`src/include/buck_seq_defs.svh`:
```
// timing and sizing constants for the buck sequencing and over-voltage logic
// assumes a single 10 MHz core clock; figures are in their own units, cycles derived
`ifndef BUCK_SEQ_DEFS_SVH
`define BUCK_SEQ_DEFS_SVH

// =====================================================
// clock
`define CLK_PERIOD_NS 100

// =====================================================
// times as figures, in their own units
`define OV_DEBOUNCE_NS 1000
`define NEG_OFF_MIN_NS 50
`define MIN_ON_NS 50
`define MIN_OFF_NS 160
`define RESET_INTERVAL_NS 100000
`define SOFT_START_NS 1000000
`define PG_DELAY_NS 500000
`define HICCUP_NS 10000000

// =====================================================
// least times round up, never below one cycle
`define CYC_UP(ns) ((((ns) + `CLK_PERIOD_NS - 1) / `CLK_PERIOD_NS) < 1 ? 1 : \
  (((ns) + `CLK_PERIOD_NS - 1) / `CLK_PERIOD_NS))
`define OV_DEBOUNCE_CYC `CYC_UP(`OV_DEBOUNCE_NS)
`define NEG_OFF_CYC `CYC_UP(`NEG_OFF_MIN_NS)
`define MIN_ON_CYC `CYC_UP(`MIN_ON_NS)
`define MIN_OFF_CYC `CYC_UP(`MIN_OFF_NS)
`define RESET_CYC `CYC_UP(`RESET_INTERVAL_NS)
`define SOFT_START_CYC `CYC_UP(`SOFT_START_NS)
`define PG_DELAY_CYC `CYC_UP(`PG_DELAY_NS)
`define HICCUP_CYC `CYC_UP(`HICCUP_NS)

// =====================================================
// widths
`define SEQ_CNT_W 24
`define DELAY_W 16
`define DEB_CNT_W 4
`define PULSE_CNT_W 3

`endif

```
`src/include/buck_seq_pkg.sv`:
```
// types shared by the buck sequencing and over-voltage logic
// assumes nothing beyond a SystemVerilog compiler
package buck_seq_pkg;

  // =====================================================
  // per-channel sequencer states
  typedef enum logic [2:0] {
    ST_IDLE,
    ST_RESET,
    ST_DELAY,
    ST_SOFT,
    ST_PGDLY,
    ST_RUN,
    ST_HICCUP
  } seq_state_t;

  // =====================================================
  // per-channel feedback and current comparator bundle
  typedef struct packed {
    logic overvoltage_level_one;
    logic overvoltage_level_two;
    logic below_clear_level;
    logic negative_current;
  } feedback_sense_t;

endpackage : buck_seq_pkg

```
`src/hw/buck_sequencing_ovp_logic.sv`:
```
// start-up sequencing, memory-rail mode and two-level over-voltage control for two channels
// assumes comparator outputs arrive asynchronously; delays, pwm and hiccup requests are core-clock logic
//
// What this block does
// - ramp after enable, ready, reset, delay
// - no discharge; low side off before ramp
// - enable follows hysteretic enable comparator
// - grounded delay-two pin latches memory mode
// - memory mode: first delay for both
// - memory mode: both channels hiccup together
// - level one: power-good low, high off, low on
// - level one: negative current drops low side
// - level two: high off, low on
// - level two ignores negative current
// - clear both levels below clear threshold
// - level two armed soft-start, disarmed hiccup
// - level one armed after power-good delay
`timescale 1ns/1ns
`include "buck_seq_defs.svh"

module buck_sequencing_ovp_logic
  import buck_seq_pkg::*;
#(
  parameter int RESET_CYC = `RESET_CYC,
  parameter int SOFT_START_CYC = `SOFT_START_CYC,
  parameter int PG_DELAY_CYC = `PG_DELAY_CYC,
  parameter int HICCUP_CYC = `HICCUP_CYC,
  parameter int DEB_CYC = `OV_DEBOUNCE_CYC
) (
  input wire logic CLOCK_IN,
  input wire logic NRST_IN,
  input wire logic CHANNEL1_ENABLE_IN,
  input wire logic CHANNEL2_ENABLE_IN,
  input wire logic INTERNAL_SUPPLY_READY_IN,
  input wire logic DRIVER_READY_IN,
  input wire logic MEMMODE_PIN_GROUNDED_IN,
  input wire feedback_sense_t CH1_FEEDBACK_SENSE_IN,
  input wire feedback_sense_t CH2_FEEDBACK_SENSE_IN,
  input wire logic [`DELAY_W-1:0] FIRST_DELAY_CYCLES_IN,
  input wire logic [`DELAY_W-1:0] SECOND_DELAY_CYCLES_IN,
  input wire logic [1:0] HICCUP_REQUEST_IN,
  input wire logic [1:0] PWM_REQUEST_IN,
  output logic [1:0] HIGH_SIDE_OUT,
  output logic [1:0] LOW_SIDE_OUT,
  output logic [1:0] POWER_GOOD_OUT,
  output logic [1:0] OV_LEVEL_ONE_OUT,
  output logic [1:0] OV_LEVEL_TWO_OUT,
  output logic MEMORY_MODE_OUT
);

  localparam int DEB_LAST = DEB_CYC - 1;

  // =====================================================
  // synchronisers
  logic [4:0] ctl_meta;
  logic [4:0] ctl_sync;
  feedback_sense_t fb_meta [2];
  feedback_sense_t fb_sync [2];

  // two flops on every comparator input
  always_ff @(posedge CLOCK_IN or negedge NRST_IN) begin
    if (!NRST_IN) begin
      ctl_meta <= 5'h00;
      ctl_sync <= 5'h00;
      fb_meta[0] <= '0;
      fb_meta[1] <= '0;
      fb_sync[0] <= '0;
      fb_sync[1] <= '0;
    end else begin
      ctl_meta <= {MEMMODE_PIN_GROUNDED_IN, DRIVER_READY_IN, INTERNAL_SUPPLY_READY_IN,
                   CHANNEL2_ENABLE_IN, CHANNEL1_ENABLE_IN};
      ctl_sync <= ctl_meta;
      fb_meta[0] <= CH1_FEEDBACK_SENSE_IN;
      fb_meta[1] <= CH2_FEEDBACK_SENSE_IN;
      fb_sync[0] <= fb_meta[0];
      fb_sync[1] <= fb_meta[1];
    end
  end

  logic [1:0] en_s;
  logic ready_s;
  logic mem_pin_s;
  assign en_s = ctl_sync[1:0];
  assign ready_s = ctl_sync[2] & ctl_sync[3];
  assign mem_pin_s = ctl_sync[4];

  // =====================================================
  // sequencer
  function automatic logic is_ramping(input seq_state_t s);
    is_ramping = (s == ST_SOFT) || (s == ST_PGDLY) || (s == ST_RUN);
  endfunction : is_ramping

  seq_state_t state [2];
  seq_state_t next_state [2];
  logic [`SEQ_CNT_W-1:0] cnt [2];
  logic [`SEQ_CNT_W-1:0] next_cnt [2];
  logic mem_mode;
  logic next_mem_mode;
  logic [`DELAY_W-1:0] delay_sel [2];
  logic [1:0] hic_take;

  // channel state machines, memory-mode latch and delay choice
  always_comb begin
    next_mem_mode = mem_mode;
    if (state[0] == ST_IDLE && state[1] == ST_IDLE) begin
      next_mem_mode = mem_pin_s;
    end
    delay_sel[0] = FIRST_DELAY_CYCLES_IN;
    delay_sel[1] = mem_mode ? FIRST_DELAY_CYCLES_IN : SECOND_DELAY_CYCLES_IN;
    hic_take = mem_mode ? {2{|HICCUP_REQUEST_IN}} : HICCUP_REQUEST_IN;
    for (int i = 0; i < 2; i++) begin
      next_state[i] = state[i];
      next_cnt[i] = cnt[i] + `SEQ_CNT_W'(1);
      case (state[i])
        ST_IDLE: begin
          next_cnt[i] = '0;
          if (en_s[i] && ready_s) begin
            next_state[i] = ST_RESET;
          end
        end
        ST_RESET: begin
          if (cnt[i] >= `SEQ_CNT_W'(RESET_CYC - 1)) begin
            next_state[i] = ST_DELAY;
            next_cnt[i] = '0;
          end
        end
        ST_DELAY: begin
          if (cnt[i] >= `SEQ_CNT_W'(delay_sel[i])) begin
            next_state[i] = ST_SOFT;
            next_cnt[i] = '0;
          end
        end
        ST_SOFT: begin
          if (cnt[i] >= `SEQ_CNT_W'(SOFT_START_CYC - 1)) begin
            next_state[i] = ST_PGDLY;
            next_cnt[i] = '0;
          end
        end
        ST_PGDLY: begin
          if (cnt[i] >= `SEQ_CNT_W'(PG_DELAY_CYC - 1)) begin
            next_state[i] = ST_RUN;
            next_cnt[i] = '0;
          end
        end
        ST_RUN: begin
          next_cnt[i] = '0;
        end
        ST_HICCUP: begin
          if (cnt[i] >= `SEQ_CNT_W'(HICCUP_CYC - 1)) begin
            next_state[i] = ST_IDLE;
            next_cnt[i] = '0;
          end
        end
        default: begin
          next_state[i] = ST_IDLE;
          next_cnt[i] = '0;
        end
      endcase
      if (hic_take[i] && is_ramping(state[i])) begin
        next_state[i] = ST_HICCUP;
        next_cnt[i] = '0;
      end
      if (!(en_s[i] && ready_s) && state[i] != ST_HICCUP) begin
        next_state[i] = ST_IDLE;
        next_cnt[i] = '0;
      end
    end
  end

  always_ff @(posedge CLOCK_IN or negedge NRST_IN) begin
    if (!NRST_IN) begin
      state[0] <= ST_IDLE;
      state[1] <= ST_IDLE;
      cnt[0] <= '0;
      cnt[1] <= '0;
      mem_mode <= 1'b0;
    end else begin
      state <= next_state;
      cnt <= next_cnt;
      mem_mode <= next_mem_mode;
    end
  end

  // =====================================================
  // over-voltage detection
  logic [`DEB_CNT_W-1:0] deb1 [2];
  logic [`DEB_CNT_W-1:0] deb2 [2];
  logic [`DEB_CNT_W-1:0] next_deb1 [2];
  logic [`DEB_CNT_W-1:0] next_deb2 [2];
  logic [1:0] ov1;
  logic [1:0] ov2;
  logic [1:0] next_ov1;
  logic [1:0] next_ov2;
  logic [1:0] arm1;
  logic [1:0] arm2;

  // debounce, arm window and clear per channel; a set outranks a clear
  always_comb begin
    for (int i = 0; i < 2; i++) begin
      arm2[i] = is_ramping(state[i]);
      arm1[i] = (state[i] == ST_RUN);
      next_deb1[i] = '0;
      next_deb2[i] = '0;
      if (arm1[i] && fb_sync[i].overvoltage_level_one && deb1[i] != `DEB_CNT_W'(DEB_CYC - 1)) begin
        next_deb1[i] = deb1[i] + `DEB_CNT_W'(1);
      end
      if (arm2[i] && fb_sync[i].overvoltage_level_two && deb2[i] != `DEB_CNT_W'(DEB_CYC - 1)) begin
        next_deb2[i] = deb2[i] + `DEB_CNT_W'(1);
      end
      next_ov1[i] = ov1[i];
      next_ov2[i] = ov2[i];
      if (fb_sync[i].below_clear_level) begin
        next_ov1[i] = 1'b0;
        next_ov2[i] = 1'b0;
      end
      if (arm1[i] && fb_sync[i].overvoltage_level_one && deb1[i] == `DEB_CNT_W'(DEB_CYC - 1)) begin
        next_ov1[i] = 1'b1;
      end
      if (arm2[i] && fb_sync[i].overvoltage_level_two && deb2[i] == `DEB_CNT_W'(DEB_CYC - 1)) begin
        next_ov2[i] = 1'b1;
      end
      if (!arm1[i]) begin
        next_ov1[i] = 1'b0;
      end
      if (!arm2[i]) begin
        next_ov2[i] = 1'b0;
      end
    end
  end

  always_ff @(posedge CLOCK_IN or negedge NRST_IN) begin
    if (!NRST_IN) begin
      deb1[0] <= '0;
      deb1[1] <= '0;
      deb2[0] <= '0;
      deb2[1] <= '0;
      ov1 <= 2'h0;
      ov2 <= 2'h0;
    end else begin
      deb1 <= next_deb1;
      deb2 <= next_deb2;
      ov1 <= next_ov1;
      ov2 <= next_ov2;
    end
  end

  // =====================================================
  // switch commands and power-good
  logic [`PULSE_CNT_W-1:0] held [2];
  logic [`PULSE_CNT_W-1:0] next_held [2];
  logic [`PULSE_CNT_W-1:0] neg_off [2];
  logic [`PULSE_CNT_W-1:0] next_neg_off [2];
  logic [1:0] want_hs;
  logic [1:0] next_hs;
  logic [1:0] next_ls;
  logic [1:0] next_pg;

  // stretch high-side pulses, force protection states, gate low side
  always_comb begin
    for (int i = 0; i < 2; i++) begin
      want_hs[i] = is_ramping(state[i]) && !ov1[i] && !ov2[i] && PWM_REQUEST_IN[i];
      next_hs[i] = HIGH_SIDE_OUT[i];
      next_held[i] = (held[i] == '1) ? held[i] : held[i] + `PULSE_CNT_W'(1);
      if (want_hs[i] != HIGH_SIDE_OUT[i] &&
          held[i] >= (HIGH_SIDE_OUT[i] ? `PULSE_CNT_W'(`MIN_ON_CYC) : `PULSE_CNT_W'(`MIN_OFF_CYC))) begin
        next_hs[i] = want_hs[i];
        next_held[i] = `PULSE_CNT_W'(1);
      end
      next_neg_off[i] = (neg_off[i] == '0) ? neg_off[i] : neg_off[i] - `PULSE_CNT_W'(1);
      if (ov1[i] && !ov2[i] && fb_sync[i].negative_current) begin
        next_neg_off[i] = `PULSE_CNT_W'(`NEG_OFF_CYC);
      end
      if (ov2[i]) begin
        next_ls[i] = 1'b1;
      end else if (ov1[i]) begin
        next_ls[i] = !fb_sync[i].negative_current && neg_off[i] == '0;
      end else if (is_ramping(state[i])) begin
        next_ls[i] = !next_hs[i];
      end else begin
        next_ls[i] = 1'b0;
      end
      next_pg[i] = (state[i] == ST_RUN) && !ov1[i] && !ov2[i];
    end
  end

  always_ff @(posedge CLOCK_IN or negedge NRST_IN) begin
    if (!NRST_IN) begin
      held[0] <= '1;
      held[1] <= '1;
      neg_off[0] <= '0;
      neg_off[1] <= '0;
      HIGH_SIDE_OUT <= 2'h0;
      LOW_SIDE_OUT <= 2'h0;
      POWER_GOOD_OUT <= 2'h0;
    end else begin
      held <= next_held;
      neg_off <= next_neg_off;
      HIGH_SIDE_OUT <= next_hs;
      LOW_SIDE_OUT <= next_ls;
      POWER_GOOD_OUT <= next_pg;
    end
  end

  assign OV_LEVEL_ONE_OUT = ov1;
  assign OV_LEVEL_TWO_OUT = ov2;
  assign MEMORY_MODE_OUT = mem_mode;
endmodule : buck_sequencing_ovp_logic

```
`config.mk`:
```
export PLATFORM = sky130hd
export DESIGN_NAME = buck_sequencing_ovp_logic
export DESIGN_NICKNAME = d
export VERILOG_FILES = /design/src/include/buck_seq_pkg.sv /design/src/hw/buck_sequencing_ovp_logic.sv
export VERILOG_INCLUDE_DIRS = /design/src /design/src/include
export SDC_FILE = /design/constraint.sdc
export NUM_CORES = 1
export LEC_CHECK = 0
export BUFFER_PORTS_ARGS = -buffer_cell sky130_fd_sc_hd__buf_4
export CORE_ASPECT_RATIO = 0.9
export CORE_UTILIZATION = 54
export CTS_CLUSTER_SIZE = 24
export DETAILED_ROUTE_END_ITERATION = 12
export GPL_TIMING_DRIVEN = 0
export MAX_ROUTING_LAYER = met4
export PLACE_DENSITY_LB_ADDON = 0.05
export SLEW_MARGIN = 15
export SYNTH_ARGS = -nofsm -noshare
export SYNTH_HDL_FRONTEND = slang
export SYNTH_SLANG_ARGS = --single-unit
```
`constraint.sdc`:
```
create_clock -name CLOCK_IN -period 3.3 [get_ports CLOCK_IN]
set_clock_uncertainty 0.2 [all_clocks]
set_input_delay 0.495 -clock CLOCK_IN [delete_from_list [all_inputs] [get_ports CLOCK_IN]]
set_output_delay 0.495 -clock CLOCK_IN [all_outputs]
set_load 0.03 [all_outputs]
```
Yosys cells after proc, flatten, opt, wreduce, memory -nomap -nowiden
Index checks and enable logic that the tools add are counted.
{"block": "totals", "out_inout_bits": 11, "inputBits": 51, "word_cells": 235, "register_bits": 119}
{"block": "classes", "magnitude_cmp": 12, "bitwise_logic": 1, "mux": 68, "n_reduce_logical": 58, "n_eq_ne": 48, "addsub": 10}
{"cell": "$mux 24", "n": 14}
{"cell": "$pmux 24 s5", "n": 2}
{"cell": "$mux 3", "n": 24}
{"cell": "$ne 4x4->1 const B", "n": 14}
{"cell": "$add 24x1->24 const B", "n": 2}
{"cell": "$ge 24x10->1 const B", "n": 2}
{"cell": "$ge 24x13->1 const B", "n": 2}
{"cell": "$ge 24x14->1 const B", "n": 2}
{"cell": "$ge 24x16->1", "n": 2}
{"cell": "$ge 24x17->1 const B", "n": 2}
{"cell": "$pmux 3 s7", "n": 2}
{"cell": "$logic_and 1x1->1", "n": 37}
{"cell": "$eq 3x3->1 const B", "n": 8}
{"cell": "$mux 1", "n": 18}
{"cell": "$add 4x1->4 const B", "n": 4}
{"cell": "$eq 4x4->1 const B", "n": 4}
{"cell": "$mux 16", "n": 1}
{"cell": "$mux 4", "n": 4}
{"cell": "$reduce_and 7->1", "n": 2}
{"cell": "$eq 3x2->1 const B", "n": 4}
{"cell": "$logic_not 3->1", "n": 4}
{"cell": "$ne 3x2->1 const B", "n": 4}
{"cell": "$logic_not 1->1", "n": 10}
{"cell": "$ne 2x1->1 const B", "n": 4}
{"cell": "other kinds (12)", "n": 25}

Depth between registers and ports, before layout
Gate-level depths: netlist (run 1).
{"block": "logic_depth", "word_depth": 13, "mapped_depth": 12}

Worst setup path after synthesis (run 1)
Ideal clock, no wire load.
{"block": "synth_timing", "kind": "register -> register", "from": "reg mem_mode, in the netlist MEMORY_MODE_OUT", "to": "reg cnt[11] (netlist name)", "t_arrival_ns": 3.340, "slack_ns": -0.310, "stages_incl_launch_ff": 13, "cell_sequence": "dfrtp_1 clkbuf_1 buf_1 mux2i_1 ha_1 a211oi_1 o21ai_0 a211oi_1 nor3_1 o311ai_4 o2111ai_4 buf_6 nor2_2"}
{"element": "start: declaration", "line": "buck_sequencing_ovp_logic.sv:97", "rtl": "logic mem_mode;"}
{"element": "start signal: assignment", "line": "buck_sequencing_ovp_logic.sv:180", "rtl": "mem_mode <= next_mem_mode;"}
{"element": "end signal: assignment", "line": "buck_sequencing_ovp_logic.sv:179", "rtl": "cnt <= next_cnt;"}
{"element": "end: declaration", "line": "buck_sequencing_ovp_logic.sv:95", "rtl": "logic [`SEQ_CNT_W-1:0] cnt [2];"}

Worst setup path in the final report (run 1)
{"block": "layout_timing", "from": "reg mem_mode, in the netlist MEMORY_MODE_OUT", "to": "reg state[0] (netlist name)"}
{"block": "layout_between", "elab_chain_cells": 4, "word_cells_on_any_way": 14, "cone_classes": "1 x order compare; 7 x eq/ne; 4 x mux; 2 x reduce/logical"}
{"element": "$mux 16 / $mux 2 (equally long branches)", "line": "buck_sequencing_ovp_logic.sv:109, buck_sequencing_ovp_logic.sv:110"}
{"element": "$ge 24x16->1 / $logic_and 1x1->1 (equally long branches)", "line": "buck_sequencing_ovp_logic.sv:128, buck_sequencing_ovp_logic.sv:159"}
{"element": "$ne 4x4->1 (no source line) (tied with other cells)"}
{"element": "$reduce_and 7->1 (no source line) / $mux 3 (equally long branches)"}
{"element": "end signal: assignment", "line": "buck_sequencing_ovp_logic.sv:178", "rtl": "state <= next_state;"}
{"element": "end: declaration", "line": "buck_sequencing_ovp_logic.sv:93", "rtl": "seq_state_t state [2];"}
Several ways; a longest one is shown, not always the timed one.
A chain may end at the register's enable or synchronous reset.

==> results of run 1 <==
==> metal layers <==
layer	part of all wire, %	GRT usage [%]	up-vias
li1	-	-	2387
met3	5.3	6.61	13
met2	47	39.2	132
met4	0.99	7.60	0
met5	0	-	-
met1	46	32.8	2324
==> critical path: cells and delay by family (launching register included) <==
kind / cells / cell delay, ns
compound gates: 5 / 1.11
mux: 2 / 0.47
buf+inv: 2 / 0.43
flops: 1 / 0.36
fa+ha+maj: 1 / 0.27
simple gates: 1 / 0.12
==> flip-flops by register name, indices dropped and copies added (netlist names), 6 cells and up <==
register	flops
fb_meta	8
deb2	8
neg_off	6
state	6
cnt	48
fb_sync	8
held	6
deb1	8
==> final cells by class <==
cell class | instances | area, µm² | area share [%]
tap | 156 | 195 | 2.48
clock buffer | 26 | 519 | 6.61
timing repair buffer | 79 | 649 | 8.27
sequential | 119 | 2990 | 38.0
multi-input combinational | 462 | 3230 | 41.1
inverter | 41 | 154 | 1.96
clock inverter | 6 | 65.1 | 0.828
buffer | 11 | 58.8 | 0.749
==> synth_stat cells (12+ instances only) <==
cell      number  area, µm²
a211oi_1      13       97.6
a21oi_1       21        105
dfrtp_1      113       2830
ha_1          54        676
inv_1         41        154
mux2i_1       24        240
nand2_1       31        116
nand2b_1      12       75.1
nand3_1       31        155
nand4_1       15       93.8
nor2_1        88        330
o21ai_0       12       60.1
xnor2_1       21        184
xor2_1        23        201
==> where the power goes <==
group | internal [mW] | total [mW] | switching (mW)
logic | 0.183 | 0.372 | 0.190
clock network | 1.16 | 1.79 | 0.634
registers | 1.56 | 1.61 | 0.0473
==> repair_timing <==
item,CTS,global route
pin swaps,3,3
endpoints found under the hold margin,49,0
setup buffers,3,1
hold buffers,13,0
resized for setup,4,8
setup endpoints to repair,29,29
==> logic make-up after synthesis <==
| logic type | after synthesis | synth area share [%] |
|---|---|---|
| and+or+nand+nor | 237 | 18.9 |
| DFF | 119 | 47.0 |
| AOI/OAI and AO/OA | 85 | 9.56 |
| adders and majority gates | 54 | 10.6 |
| buffers and inverters | 53 | 3.27 |
| xor gates and xnor gates | 44 | 6.07 |
| muxes | 28 | 4.49 |
| other | 1 | 0.0590 |
==> how the worst max path moves through the flow <==
| stage | start | end | slack, ns | depth (start not counted) |
|---|---|---|---|---|
| floorplan | MEMORY_MODE_OUT | cnt[11] | 0.03 | 12 |
| global placement | MEMORY_MODE_OUT | cnt[11] | -0.22 | 12 |
| detailed placement | MEMORY_MODE_OUT | cnt[11] | -0.40 | 12 |
| CTS | MEMORY_MODE_OUT | state[0] | 0.01 | 12 |
| global route | MEMORY_MODE_OUT | state[0] | 0.02 | 11 |
| finish | MEMORY_MODE_OUT | state[0] | 0.19 | 11 |
==> per-stage QoR <==
| stage | instance area [µm²] | setup TNS (ns) |
|---|---|---|
| 6_report | 7860 | 0 |
| 5_1_grt | 7860 | 0 |
| 4_1_cts | 7840 | 0 |
| 3_5_place_dp | 7090 | -5.63 |
| 3_3_place_gp | 7060 | -2.07 |
| 2_1_floorplan | 6400 | 0 |
==> metrics.md, run 1 <==
| Metric | Value |
|---|---|
| Run status | `finished clean` |
| Post-Synthesis Cell Area | `6350 µm²` |
| Die width | `116 µm` |
| Largest net degree at the start of global routing | `83` |
| # IOs | `62` |
| Clock slew at reported path FFs | `roughly 0.05 ns` |
| Clock tree buffer depth | `2` |
| Final Critical Period | `3.11 ns` |
| #FFs+latches synth | `119` |
| CP max-delay cell | `dfrtp_1` |
| Unique masters post-synth | `58` |
| Max transition margin | `58.3%` |
| Design Power | `around 3.8 mW` |
| Leak pwr | `3.65 nW` |
| Unrepaired setup endpoints after global routing | `false` |
| Antenna Cells | `0` |
| Slew @ Worst Pin | `0.620 ns` |
| Crit path max fanout | `19` |
| Endpoints failing setup | `0` |
| Commonest non-fill, non-tap cell in the layout | `dfrtp_1` |
| Routability cong. | `0.886` |
| Ys Warns | `0` |
| Reg2reg end | `state[0]` |
| DP Worst Slack | `-0.401 ns` |
| Synth Flop Type | `dfrtp_1` |
| Routed WL | `13500 µm` |
| Worst-skew pair later-pin latency | `~0.41 ns` |
| DP HPWL | `roughly 9700 µm` |
| Drt first-iter violations | `between 150 and 200` |
| Die Y | `105 µm` |
| Layout Utilization | `68.7%` |
| Sequential area share after synthesis | `47.0%` |
| CTS tree | `done` |
| Worst Hold Path Cells | `1` |
| Post-DR wirelength/cell | `15.0 µm` |
| Row cnt | `37` |
| Synth-to-Final Area Change | `23.7%` |
| Final worst-path cycle share | `between 90% and 100%` |
| Worst path arrival time | `3.19 ns` |
| I/O Buffers | `61` |
| Worst EP required | `3.38 ns` |
| Maximum clock frequency | `322 MHz` |
| Hold Crit Start | `MEMMODE_PIN_GROUNDED_IN` |
| Vias in the first global route | `5015` |
| Most frequent cells in the layout | `dfrtp_1, nor2_1, buf_4` |
| Fin worst setup slack | `0.192 ns` |
| Vias/cell | `between 5 and 6` |
| # nets final | `836` |
| PwrDens | `480 nW/µm²` |
| Number of flops mapped to enable cells by yosys | `0` |
| Final Hold Fails | `0` |
| DRT Pass-1 Iters | `5` |
| Initial antenna violation count | `0` |
| Fin cells | `900` |
| Hold EP | `ctl_meta[4]` |
| CP endpoint kind | `flop` |
| Clock sink count | `119` |
| Worst hold path class | `in2reg` |
| Hold slack | `0.0265 ns` |
| Remaining global-route overflow | `0` |
| Layout cells sized above 1 | `17.6%` |
| Die ar. | `12200 µm²` |
| Fin. max-slew vios | `0` |
| Path depth of the worst reg2reg path | `11` |
| Clk root buf | `clkbuf_16` |
| Post-DRT Antenna Nets | `0` |
| Placed cell count | `852` |
| Syn Inst Count | `621` |
| Synth Area per Inst | `slightly above 10 µm²` |
| DR DRC count | `0` |
| Critical path class | `reg2reg` |
| Overall Global Routing Usage | `25.4%` |
| Share of flip-flops with an asynchronous set or reset | `100%` |
| Worst path max stage delay | `roughly 0.36 ns` |
| Max Cap Violations | `0` |
| Critical-path cell list | `buf_6 -> mux2i_2 -> ha_1 -> a211oi_1 -> o21ai_1 -> a211oi_2 -> nor3_2 -> o311ai_4 -> buf_4 -> mux2i_1 -> a21boi_0` |
| Starting Density | `55.5%` |
| First-pass GRT wire length | `23200 µm` |
| Type of origin of the critical path | `flop` |
| Peak supply drop | `0.326 mV` |
| DR vias | `4856` |
| Reg2Reg Setup Slack | `0.19 ns` |
| Number of fill cells | `between 800 and 900` |
| H-tree depth | `4` |
| CTS Buf Count | `17` |
| Core area | `11400 µm²` |
| Start of the worst register-to-register path | `MEMORY_MODE_OUT` |
Note: power is estimated with default switching activity, not from simulation.
==> inputs of run 2 (changes only) <==
REMOVE_ABC_BUFFERS = 1   (was default)
==> run 2 against run 1 <==
Net effect:
- fmax down 0.60%
- sequential cell count unchanged
- total power up 2.0%
- setup slack worse by 0.019 ns
- count of clock-buffer cells in the layout down 6
- final cell count down 1.2%
- critical path depth down 2
- first-iteration DRC count up 46%
- via count down 1.4%
- critical endpoint is now cnt[6]
- largest power group unchanged
==> metrics.md, run 2 (same netlist as run 1, synthesis figures left out) <==
| Metric | Value |
|---|---|
| Start of the worst register-to-register path | `MEMORY_MODE_OUT` |
| # IOs | `62` |
| Reg2reg end | `cnt[6]` |
| Commonest non-fill, non-tap cell in the layout | `dfrtp_1` |
| Initial antenna violation count | `0` |
| CP endpoint kind | `flop` |
| First-pass GRT wire length | `~23000 µm` |
| Clk root buf | `clkbuf_16` |
| Path depth of the worst reg2reg path | `9` |
| Hold EP | `ctl_sync[0]` |
| PwrDens | `about 500 nW/µm²` |
| Layout cells sized above 1 | `17.1%` |
| Fin. max-slew vios | `0` |
| Critical path class | `reg2reg` |
| Starting Density | `55.5%` |
| Seq pwr share | `42.0%` |
| # nets final | `a little over 800` |
| Unrepaired setup endpoints after global routing | `false` |
| Antenna Cells | `0` |
| DRT Pass-1 Iters | `4` |
| Routed WL | `13200 µm` |
| Final Critical Period | `3.13 ns` |
| Sw frac | `23.3%` |
| Row cnt | `37` |
| Worst path arrival time | `3.27 ns` |
| Peak supply drop | `0.307 mV` |
| Reg2Reg Setup Slack | `around 0.17 ns` |
| Vias/cell | `5.38` |
| Endpoints failing setup | `0` |
| Layout Utilization | `roughly 68%` |
| Clk network pwr share | `48.5%` |
| P_int | `2.95 mW` |
| Largest net degree at the start of global routing | `74` |
| Most flop-heavy register | `cnt` |
| Final Hold Fails | `0` |
| Final worst-path cycle share | `94.7%` |
| Clock slew at reported path FFs | `about 0.05 ns` |
| Overall Global Routing Usage | `between 20% and 30%` |
| Type of origin of the critical path | `flop` |
| CTS tree | `done` |
| Post-DRT Antenna Nets | `0` |
| Die width | `approximately 120 µm` |
| Worst-skew pair later-pin latency | `0.42 ns` |
| Post-DR wirelength/cell | `14.8 µm` |
| Sw power | `0.898 mW` |
| Comb pwr share | `approximately a tenth` |
| Vias in the first global route | `4876` |
| Placed cell count | `between 800 and 900` |
| Die ar. | `12200 µm²` |
| Drt first-iter violations | `274` |
| Clock tree buffer depth | `2` |
| H-tree depth | `4` |
| Clock sink count | `around 120` |
| Worst EP required | `between 3 and 4 ns` |
| Die Y | `105 µm` |
| Leak pwr | `around 3.6 nW` |
| Maximum clock frequency | `320 MHz` |
| Most frequent cells in the layout | `dfrtp_1, nor2_1, buf_4` |
| Core area | `between 10000 and 15000 µm²` |
| Slew @ Worst Pin | `roughly 0.66 ns` |
| Max reg flops | `48` |
| Fin cells | `889` |
| Worst Hold Path Cells | `0` |
| DR DRC count | `0` |
| Hold Crit Start | `ctl_meta[0]` |
| I/O Buffers | `61` |
| Worst hold path class | `reg2reg` |
| Crit path max fanout | `17` |
| Remaining global-route overflow | `0` |
| Max transition margin | `a little under three fifths` |
| CTS Buf Count | `17` |
| DP HPWL | `9440 µm` |
| DR vias | `4787` |
| Synth-to-Final Area Change | `23.0%` |
| Run status | `finished clean` |
| Routability cong. | `~0.90` |
| Max Cap Violations | `0` |
[run 2: cell types whose count changed in the layout (fill, tap and decap cells not counted), moves of 2 or more]
cell,before,now
buf_4,64,61
bufinv_16,1,3
clkbuf_1,9,2
clkbuf_8,6,1
clkinv_2,2,5
inv_6,0,2
[run 2: worst max-delay path by stage]
stage,start,end,cells after the start
after floorplan,MEMORY_MODE_OUT,cnt[10],8
final,MEMORY_MODE_OUT,cnt[6],9
after CTS,MEMORY_MODE_OUT,state[0],9
after global placement,MEMORY_MODE_OUT,cnt[9],9
after detailed placement,MEMORY_MODE_OUT,cnt[7],8
after global routing,MEMORY_MODE_OUT,cnt[7],9
[run 2: layout make-up]
class / count / area [µm²]
Tap cell: 156 / 195
Fill cell: 898 / 3620
Clock inverter: 12 / 150
Timing Repair Buffer: 79 / 668
Inverter: 41 / 154
Clock buffer: 20 / 447
Sequential cell: 119 / 2990
Multi-Input combinational cell: 462 / 3210
[run 2: power groups by stage]
| stage | clock network, mW | logic, mW | registers [mW] |
|---|---|---|---|
| 3_3_place_gp | 0 | 0.321 | 1.64 |
| 4_1_cts | 1.89 | 0.370 | 1.62 |
| 6_report | 1.86 | 0.368 | 1.61 |
| 3_5_place_dp | 0 | 0.355 | 1.64 |
| 2_1_floorplan | 0 | 0.211 | 1.63 |
| 5_1_grt | 1.98 | 0.431 | 1.62 |
[run 2: per-stage QoR]
step / hold WS (ns) / setup slack (ns) / TNS, ns / area [µm²] / power, mW
2_1_floorplan: -0.000591 / 0.0387 / 0 / 6350 / 1.84
3_3_place_gp: 0.132 / -0.323 / -5.67 / 7000 / 1.96
3_5_place_dp: 0.135 / -0.450 / -8.00 / 7030 / 2.00
4_1_cts: 0.145 / 0.0622 / 0 / 7800 / 3.88
5_1_grt: 0.151 / 0.00438 / 0 / 7820 / 4.03
6_report: 0.144 / 0.173 / 0 / 7820 / 3.85
[run 2: critical path: stages, from the launching register on]
cell,delay (ns)
dfrtp_4,0.55
mux2i_1,0.36
ha_1,0.32
a21oi_1,0.14
a21boi_0,0.13
or3_4,0.41
o311ai_4,0.43
o2111ai_4,0.19
buf_12,0.19
nor2_1,0.11
[run 2: timing repair]
action	CTS	global route
pin swaps	2	0
setup buffers	2	1
endpoints found under the setup margin	21	19
hold buffers	14	0
hold endpoints to repair	59	0
gates resized for setup	2	1
[run 2: metal layers]
metal	up-vias	track usage, %	part of all wire, %
met5	-	-	0
met4	0	7.88	1.6
met3	26	6.96	4.1
met2	107	37.0	46
met1	2286	33.8	48
li1	2368	-	-
